$ cat config.mk
export PLATFORM = sky130hd
export DESIGN_NAME = acr_device_flat
export DESIGN_NICKNAME = d
export VERILOG_FILES = /design/src/logic/acr_pkg.sv /design/src/logic/acr_link_if.sv /design/src/logic/acr_device.sv /design/src/flat_wrapper.sv
export SDC_FILE = /design/constraint.sdc
export NUM_CORES = 1
export LEC_CHECK = 0
export BUFFER_PORTS_ARGS = -buffer_cell sky130_fd_sc_hd__buf_4
export CAP_MARGIN = 15
export CORE_MARGIN = 10
export CORE_UTILIZATION = 42
export DETAILED_ROUTE_END_ITERATION = 7
export PLACE_DENSITY = 0.7
export SYNTH_ARGS = -nofsm -noshare
export SYNTH_HDL_FRONTEND = slang
export SYNTH_SLANG_ARGS = --single-unit
$ cat constraint.sdc
create_clock -name clk_sys -period 3.2 [get_ports clk_sys]
set_clock_uncertainty 0.1 [all_clocks]
set_input_delay 0.16 -clock clk_sys [delete_from_list [all_inputs] [get_ports clk_sys]]
set_output_delay 0.16 -clock clk_sys [all_outputs]
set_load 0.02 [all_outputs]
$ cat src/logic/acr_pkg.sv
package acr_pkg;
  // Result width and serial framing
  localparam int ACR_DATA_W = 16;
  localparam logic [4:0] ACR_BITS_PLAIN = 5'h10;
  localparam logic [4:0] ACR_BITS_BUSY = 5'h11;
  localparam logic [4:0] ACR_BIT_ZERO = 5'h00;
  // Conversion times in ns, counted in clk_sys cycles of 100 ns
  localparam int ACR_CLK_NS = 100;
  localparam int ACR_TCONV_MIN_NS = 500;
  localparam int ACR_TCONV_MAX_NS = 710;
  localparam int ACR_CONV_MIN_CYC = (ACR_TCONV_MIN_NS + ACR_CLK_NS - 1) / ACR_CLK_NS;
  localparam int ACR_CONV_MAX_CYC = (ACR_TCONV_MAX_NS / ACR_CLK_NS < 1) ? 1 :
                                    ACR_TCONV_MAX_NS / ACR_CLK_NS;
  localparam logic [7:0] ACR_CONV_CNT = 8'(ACR_CONV_MAX_CYC);
  localparam logic [7:0] ACR_CNT_ZERO = 8'h00;
  // Host serial clock divider: half period is this count plus one clk_sys cycle (slow link)
  localparam logic [3:0] ACR_SCK_HALF = 4'h4;
  localparam logic [3:0] ACR_DIV_ZERO = 4'h0;
  localparam logic [15:0] ACR_WORD_ZERO = 16'h0000;
  localparam logic [1:0] ACR_SYNC_IDLE = 2'h0;
  // Idle level of lines that rest high (select, pulled-up data line)
  localparam logic [1:0] ACR_SYNC_HIGH = 2'h3;

  // Device conversion states
  typedef enum logic [1:0]
  {
    ACR_D_IDLE = 2'b00,
    ACR_D_CONV = 2'b01,
    ACR_D_ACQ = 2'b10
  } acr_dev_state_t;

  // Host sequencing states
  typedef enum logic [2:0]
  {
    ACR_H_IDLE = 3'b000,
    ACR_H_CONV = 3'b001,
    ACR_H_WAITB = 3'b010,
    ACR_H_SEL = 3'b011,
    ACR_H_SHIFT = 3'b100,
    ACR_H_DONE = 3'b101
  } acr_host_state_t;
endpackage

$ cat src/logic/acr_link_if.sv
`timescale 1ns/1ps
interface acr_link_if;
  logic convert_start;
  logic select_chain_input;
  logic sck;
  logic serial_data_out_o;
  logic serial_data_out_oe_n;
  // Resolved line with a pull-up when nobody drives
  logic serial_data_line;
  assign serial_data_line = serial_data_out_oe_n ? 1'b1 : serial_data_out_o;

  modport dev
  (
    input convert_start,
    input select_chain_input,
    input sck,
    output serial_data_out_o,
    output serial_data_out_oe_n
  );

  modport host
  (
    output convert_start,
    output select_chain_input,
    output sck,
    input serial_data_line
  );
endinterface

$ cat src/logic/acr_device.sv
`timescale 1ns/1ps
module acr_device
  import acr_pkg::*;
(
  input wire logic clk_sys,
  input wire logic resetn,
  acr_link_if.dev link,
  input wire logic [15:0] sample_in,
  output logic cs_mode,
  output logic converting,
  output logic conv_done
);

  logic [1:0] cnv_sync_reg;
  logic [1:0] sel_sync_reg;
  logic [1:0] sck_sync_reg;
  logic cnv_d_reg;
  logic sel_d_reg;
  logic sck_d_reg;
  acr_dev_state_t state_reg;
  logic [7:0] conv_cnt_reg;
  logic [15:0] shift_reg;
  logic [4:0] bits_left_reg;
  logic busy_mode_reg;
  logic active_reg;
  logic drive_n_reg;
  logic dout_reg;
  logic cnv_rise;
  logic cnv_fall;
  logic sel_rise;
  logic sel_fall;
  logic sck_fall;
  logic sel_both_low;
  logic read_open;

  // Two-flop synchronisers for all pins from the host
  always_ff @(posedge clk_sys or negedge resetn)
  begin
    if (!resetn)
    begin
      cnv_sync_reg <= ACR_SYNC_IDLE;
      // Select rests high: a low reset value would fake a select edge
      sel_sync_reg <= ACR_SYNC_HIGH;
      sck_sync_reg <= ACR_SYNC_IDLE;
      cnv_d_reg <= 1'b0;
      sel_d_reg <= 1'b1;
      sck_d_reg <= 1'b0;
    end
    else
    begin
      cnv_sync_reg <= {cnv_sync_reg[0], link.convert_start};
      sel_sync_reg <= {sel_sync_reg[0], link.select_chain_input};
      sck_sync_reg <= {sck_sync_reg[0], link.sck};
      cnv_d_reg <= cnv_sync_reg[1];
      sel_d_reg <= sel_sync_reg[1];
      sck_d_reg <= sck_sync_reg[1];
    end
  end

  // Edge detection looks only at second stage and its delayed copy
  assign cnv_rise = cnv_sync_reg[1] & ~cnv_d_reg;
  assign cnv_fall = ~cnv_sync_reg[1] & cnv_d_reg;
  assign sel_rise = sel_sync_reg[1] & ~sel_d_reg;
  assign sel_fall = ~sel_sync_reg[1] & sel_d_reg;
  assign sck_fall = ~sck_sync_reg[1] & sck_d_reg;
  assign sel_both_low = ~cnv_sync_reg[1] & ~sel_sync_reg[1];
  // Read opens when start falls (3-wire) or select falls (4-wire, start high)
  assign read_open = cnv_fall | (sel_fall & cnv_sync_reg[1]);

  // Conversion sequencing; internal timing uses the max count
  always_ff @(posedge clk_sys or negedge resetn)
  begin
    if (!resetn)
    begin
      state_reg <= ACR_D_IDLE;
      conv_cnt_reg <= ACR_CNT_ZERO;
      cs_mode <= 1'b0;
    end
    else if (cnv_rise)
    begin
      // Mode latched from select; chain mode is not modelled here
      cs_mode <= sel_sync_reg[1];
      if (sel_sync_reg[1])
      begin
        state_reg <= ACR_D_CONV;
        conv_cnt_reg <= ACR_CONV_CNT;
      end
    end
    else
    begin
      unique case (state_reg)
        ACR_D_IDLE:
          state_reg <= ACR_D_IDLE;
        ACR_D_CONV:
        begin
          // Start level is ignored until the count runs out
          if (conv_cnt_reg == 8'h01)
            state_reg <= ACR_D_ACQ;
          conv_cnt_reg <= conv_cnt_reg - 8'h01;
        end
        ACR_D_ACQ:
          state_reg <= ACR_D_ACQ;
        default:
          state_reg <= ACR_D_IDLE;
      endcase
    end
  end

  // Readout shifter and output driver; the enable is kept active low so the pin is a flop
  always_ff @(posedge clk_sys or negedge resetn)
  begin
    if (!resetn)
    begin
      shift_reg <= ACR_WORD_ZERO;
      bits_left_reg <= ACR_BIT_ZERO;
      busy_mode_reg <= 1'b0;
      active_reg <= 1'b0;
      drive_n_reg <= 1'b1;
      dout_reg <= 1'b0;
      conv_done <= 1'b0;
    end
    else
    begin
      conv_done <= 1'b0;
      if (cnv_rise && sel_sync_reg[1])
      begin
        active_reg <= 1'b0;
        drive_n_reg <= 1'b1;
      end
      else if (state_reg == ACR_D_CONV && conv_cnt_reg == 8'h01)
      begin
        conv_done <= 1'b1;
        shift_reg <= sample_in;
        busy_mode_reg <= sel_both_low | ~cnv_sync_reg[1] | ~sel_sync_reg[1];
        if (~cnv_sync_reg[1] | ~sel_sync_reg[1])
        begin
          // Busy start bit: drive low as interrupt edge
          active_reg <= 1'b1;
          drive_n_reg <= 1'b0;
          dout_reg <= 1'b0;
          bits_left_reg <= ACR_BITS_BUSY;
        end
        else
          bits_left_reg <= ACR_BITS_PLAIN;
      end
      else if (active_reg && (cnv_rise || (sel_rise && cnv_sync_reg[1])))
      begin
        active_reg <= 1'b0;
        drive_n_reg <= 1'b1;
      end
      else if (active_reg && sck_fall)
      begin
        // Counter holds the falls still due; the last one only releases the line
        dout_reg <= shift_reg[ACR_DATA_W-1];
        shift_reg <= {shift_reg[ACR_DATA_W-2:0], 1'b0};
        bits_left_reg <= bits_left_reg - 5'h01;
        if (bits_left_reg == 5'h01)
        begin
          active_reg <= 1'b0;
          drive_n_reg <= 1'b1;
        end
      end
      else if (state_reg == ACR_D_ACQ && !active_reg && !busy_mode_reg && read_open
               && bits_left_reg == ACR_BITS_PLAIN)
      begin
        // MSB is out before any fall, so all 16 falls stay due
        active_reg <= 1'b1;
        drive_n_reg <= 1'b0;
        dout_reg <= shift_reg[ACR_DATA_W-1];
        shift_reg <= {shift_reg[ACR_DATA_W-2:0], 1'b0};
      end
      else if (!active_reg)
      begin
        // Idle line with both inputs low is held low outside conversion, not floating
        drive_n_reg <= ~(sel_both_low && state_reg != ACR_D_CONV);
        dout_reg <= 1'b0;
      end
    end
  end

  // Plain mode: the first of 16 bits leaves on the read-open edge
  assign link.serial_data_out_o = dout_reg;
  assign link.serial_data_out_oe_n = drive_n_reg;

  // Converter powered only while converting
  always_ff @(posedge clk_sys or negedge resetn)
  begin
    if (!resetn)
      converting <= 1'b0;
    else
      converting <= (state_reg == ACR_D_CONV);
  end

endmodule

$ cat src/flat_wrapper.sv
// flat-port wrapper written by rule: the top's interface ports become plain ports
module acr_device_flat import acr_pkg::*;
  (clk_sys, resetn, sample_in, cs_mode, converting, conv_done, link_convert_start, link_select_chain_input, link_sck, link_serial_data_out_o, link_serial_data_out_oe_n);
  acr_link_if link_i ();
  input wire logic clk_sys;
  input wire logic resetn;
  input wire logic [15:0] sample_in;
  output logic cs_mode;
  output logic converting;
  output logic conv_done;
  input wire logic [$bits(link_i.convert_start)-1:0] link_convert_start;
  input wire logic [$bits(link_i.select_chain_input)-1:0] link_select_chain_input;
  input wire logic [$bits(link_i.sck)-1:0] link_sck;
  output wire logic [$bits(link_i.serial_data_out_o)-1:0] link_serial_data_out_o;
  output wire logic [$bits(link_i.serial_data_out_oe_n)-1:0] link_serial_data_out_oe_n;
  assign link_i.convert_start = link_convert_start;
  assign link_i.select_chain_input = link_select_chain_input;
  assign link_i.sck = link_sck;
  assign link_serial_data_out_o = link_i.serial_data_out_o;
  assign link_serial_data_out_oe_n = link_i.serial_data_out_oe_n;
  acr_device u_core (.clk_sys(clk_sys), .resetn(resetn), .link(link_i), .sample_in(sample_in), .cs_mode(cs_mode), .converting(converting), .conv_done(conv_done));
endmodule
Word-level counts from Yosys, hierarchy flattened
Index checks and enable logic that the tools add are counted.
W data, S select, Z words.

storage, ports and cells
  memories kept = 0
  bits in latches = 0
  bits in read-only memories = 0
  RAM bits = 0
  flip-flop bits (word level) = 47
  input bits = 21

operators by class
  $lt $le $gt $ge = 0
  $add $sub $neg = 2
  multipliers = 0
  mux-type cells = 37
  equality and inequality tests = 14
  shift operators = 0
  divide/modulo/power cells = 0
  reductions and logical operators = 25
  bitwise gates (word level) = 18

operators with widths
  cell                   count
  $mux W16               4
  $mux W8                3
  $mux W1                23
  $mux W5                3
  $reduce_and A3 Y1      4
  $logic_and A1 B1 Y1    10
  $eq A8 B1 Y1 const B   1
  $sub A8 B1 Y8 const B  1
  $and A1 B1 Y1          7
  $not A1 Y1             7
  $mux W2                3
  $ne A2 B1 Y1 const B   3
  $ne A6 B6 Y1 const B   1
  $reduce_and A2 Y1      3
  $eq A5 B1 Y1 const B   1
  $eq A5 B5 Y1 const B   1
  $ne A5 B2 Y1 const B   1
  $reduce_bool A5 Y1     1
  $sub A5 B1 Y5 const B  1
  $ne A4 B4 Y1 const B   1
  $or A1 B1 Y1           4
  $pmux W2 S2            1
  $reduce_and A4 Y1      1
  $reduce_bool A2 Y1     2
  8 further kinds        9

Depth between registers and ports, before layout
  depth after elaboration = 11
  depth in mapped cells = 10
  gate-level depth less buffers = 7

Worst setup path after synthesis
Ideal clock, no wire load.

  path type = register -> register
  from = reg u_core.bits_left_reg[0]
  to = reg u_core.shift_reg[10]
  library setup time = 125 ps
  cell stages (with the launch flop) = 10
  path slack = 898 ps
  path buffers = 2
  data arrival time = 2077 ps
  cell sequence = dfrtp_1 > inv_1 > ha_1 > or4b_1 > a2111o_1 > nand2_1 > a21o_2 > buf_6 > buf_12 > mux2_4

on the way
  longest elaborated chain between the ends = 4

ends and longest elaborated chain
  item                          line               source
  start: declaration            acr_device.sv:23   logic [4:0] bits_left_reg;
  start signal: assignment      acr_device.sv:156  bits_left_reg <= bits_left_reg - 5'h01;
  $eq A5 B5 Y1                  acr_device.sv:164  && bits_left_reg == ACR_BITS_PLAIN)
  $logic_and A1 B1 Y1           acr_device.sv:164
  $reduce_bool A3 Y1 (no line)  n/a
  $reduce_and A3 Y1 (no line)   n/a
  end signal: assignment        acr_device.sv:133  shift_reg <= sample_in;
  end signal: assignment        acr_device.sv:155  shift_reg <= {shift_reg[ACR_DATA_W-2:0], 1'b0};
  end signal: assignment        acr_device.sv:170  shift_reg <= {shift_reg[ACR_DATA_W-2:0], 1'b0};
  end: declaration              acr_device.sv:22   logic [15:0] shift_reg;

Every way passes these cells.
A chain may end at the register's enable or synchronous reset.

Worst setup path after layout
  from = reg u_core.bits_left_reg[0]
  to = reg u_core.shift_reg[8]

The elaborated chain is that of the path after synthesis.

==> results.py <==
metrics = {
    "global_route": {
        "grt_pass1_wl_mm": 7.52,
        "grt_max_degree": 48,
        "grt-ovfl-total": 0,
        "grt_pass1_vias": 1687,
        "antenna_found_initial": 0,
        "track_usage": 0.101,
    },
    "synth": {
        "netlist_area_um2": 2350,
        "yosysUniqueCellTypes": 48,
        "yosysTopAreaCell": "dfrtp_1",
        "synth_flop_cell": "dfrtp_1",
        "yosys_warnings": 0,
        "yosysTopAreaCellShare": 0.457,
        "syn-num-nets": 251,
        "synth_edf_count": 0,
        "ys_seq_area_frac": 0.502,
        "ys_ff_latch": 47,
        "ys_async_sr_fraction": 1.00,
        "synthCells": 223,
        "postSynthAreaPerCell_um2": 10.6,
        "yosys-top-cells-area": "dfrtp_1 (46%), nand2_1 (8.8%), mux2_4 (5.7%), dfstp_2 (4.5%), ha_1 (3.7%)",
    },
    "sta": {
        "maxSlewViolCount": 0,
        "fin_crit_sh": 0.800,
        "setup_tns_ns": 0,
        "setup_violations": 0,
        "final-hold-violation-count": 0,
        "rsz0062_at_grt": "no",
        "final.min_clock_period_ns": 2.56,
        "fmax_ghz": 0.391,
        "slew_headroom": 0.617,
        "tightest_slew_ns": 0.574,
    },
    "clock_tree": {
        "insertion_delay_ns": 0.30,
        "clockBufferDepth": 2,
        "root_buffer": "clkbuf_8",
        "cts.reportedPaths.clkPinSlew_ns": 0.09,
        "cts_buffers": 5,
        "cts_tree": "done",
        "cts-htree-levels": 2,
        "clock_sinks": 47,
    },
    "layout": {
        "drive_gt1_frac": 0.252,
        "syn_to_final_growth_pct": 15.9,
        "final_net_count": 281,
        "multi_input_comb_area_um2": 1060,
        "seq_area_um2": 1180,
        "diodes": 0,
        "final_common_cell": "nand2_1",
        "largest_reg_flops": 16,
        "layout_common_cells": "nand2_1 (55), dfrtp_1 (43), buf_4 (27)",
        "nFillCells": 529,
        "utilization": 0.499,
    },
    "detailed_routing": {
        "drt-initial-drc-count": 123,
        "vias": 1694,
        "routedWlPerCell_um": 13.2,
        "via_per_inst": 5.20,
        "drtAntennaViolNets": 0,
        "drc": 0,
        "wirelength_mm": 4.32,
        "drt_pass1_iterations": 4,
    },
    "worst_setup_path": {
        "crit_path_start_kind": "register",
        "path_class": "reg2reg",
        "worstPathArrival_ns": 2.65,
        "crit_required_ns": 3.29,
        "reg2reg_slack_ns": 0.64,
        "cp-end-kind": "register",
        "crit_fanout": 16,
    },
    "pwr": {
        "p_int_mw": 1.16,
        "p_sw_frac": 0.285,
        "pwr-share-clk": 0.281,
        "combPwrFrac": 0.227,
        "power-per-cell-area_nw_per_um2": 596,
        "power_leakage_nw": 1.30,
        "peakVddDrop_mv": 0.341,
        "switchingPower_mw": 0.464,
        "power_frac_seq": 0.492,
    },
    "die": {
        "die_w_um": 94.9,
        "rows": 27,
        "ios": 26,
        "die_area_um2": 9000,
        "start_util": 0.430,
        "core_area_um2": 5470,
        "die_h_um": 94.9,
    },
    "placement": {
        "gp_congestion": 0.854,
        "place.detailed.hpwl_mm": 3.16,
        "io_buffers": 25,
    },
    "outcome": {
        "status": "complete, no violations",
    },
    "flow_run": {
        "drv_cap": 0,
    },
    "hold_path": {
        "hold_class": "in2reg",
    },
}
## per-layer routing
metal | global-route usage | wire (um)
met4 | 0.0387 | 39
met2 | 0.172 | 2160
met3 | 0.0206 | 146
met5 | 0 | 0
met1 | 0.123 | 1970
## per-stage QoR
step | setup WS [ns] | area (um2) | power (mW) | instances | hold slack, ns
6_report | 0.640 | 2730 | 1.63 | 326 | 0.00868
5_1_grt | 0.508 | 2730 | 1.73 | 326 | 0.0299
4_1_cts | 0.639 | 2730 | 1.65 | 326 | 0.00854
3_5_place_dp | 0.661 | 2570 | 1.18 | 314 | 0.100
3_3_place_gp | 0.712 | 2570 | 1.16 | 314 | 0.0987
2_1_floorplan | 0.898 | 2350 | 1.08 | 223 | -0.236
## cell usage after synthesis (4+ instances only)
cell and count:
mux2_2 7, inv_1 10, nand3_1 6, nand2_1 55, dfstp_2 4, nor3_1 4
dfrtp_1 43, a21oi_1 4, nand4_1 4, o21ai_0 9, nor2_1 8, mux2_4 9
ha_1 7
## cells by family after synthesis
| family | after synthesis | share of synthesized area |
|---|---|---|
| compound gates | 31 | 0.0909 |
| xor+xnor | 2 | 0.00744 |
| fa+ha+maj | 7 | 0.0372 |
| simple gates | 99 | 0.210 |
| flops | 47 | 0.502 |
| mux | 19 | 0.104 |
| buf+inv | 18 | 0.0494 |
## power groups by stage
stage	Sequential [mW]	Clock (mW)	Combinational, mW
after floorplan	0.792	0	0.288
after global placement	0.806	0	0.356
after detailed placement	0.809	0	0.372
after CTS	0.800	0.474	0.376
after global routing	0.818	0.493	0.423
final	0.802	0.457	0.369
## area by class of cell
class	instances	share of cell area
inverter	10	0.0137
timing repair buffer	31	0.0889
multi-input combinational	158	0.387
clock inverter	2	0.0142
tap	72	0.0330
sequential	47	0.433
clock buffer	6	0.0302
## repair_timing
item / 4_1_cts / 5_1_grt
buffers inserted: 0 / 0
hold buffers: 4 / 0
endpoints found under the hold margin: 46 / 0
resized for setup: 0 / 0
## critical path, stage by stage (launching register included)
cell	delay, ns
dfrtp_1	0.42
inv_1	0.10
ha_1	0.15
or4b_1	0.42
a2111o_1	0.34
nand2_1	0.10
a21o_2	0.43
mux2_2	0.39
## worst paths after layout
check | start | endpoint | cells after the start
worst min-delay path | sample_in[0] | u_core.shift_reg[0] | 3
worst max-delay path | u_core.bits_left_reg[0] | u_core.shift_reg[8] | 7
min in group asynchronous | resetn | u_core.conv_cnt_reg[4] | 2
worst max register to register | u_core.bits_left_reg[0] | u_core.shift_reg[8] | 7
max in group asynchronous | resetn | u_core.link.serial_data_out_oe_n | 2
worst min register to register | u_core.sck_sync_reg[0] | u_core.sck_sync_reg[1] | 0
Power figures use the tool's default switching activity.
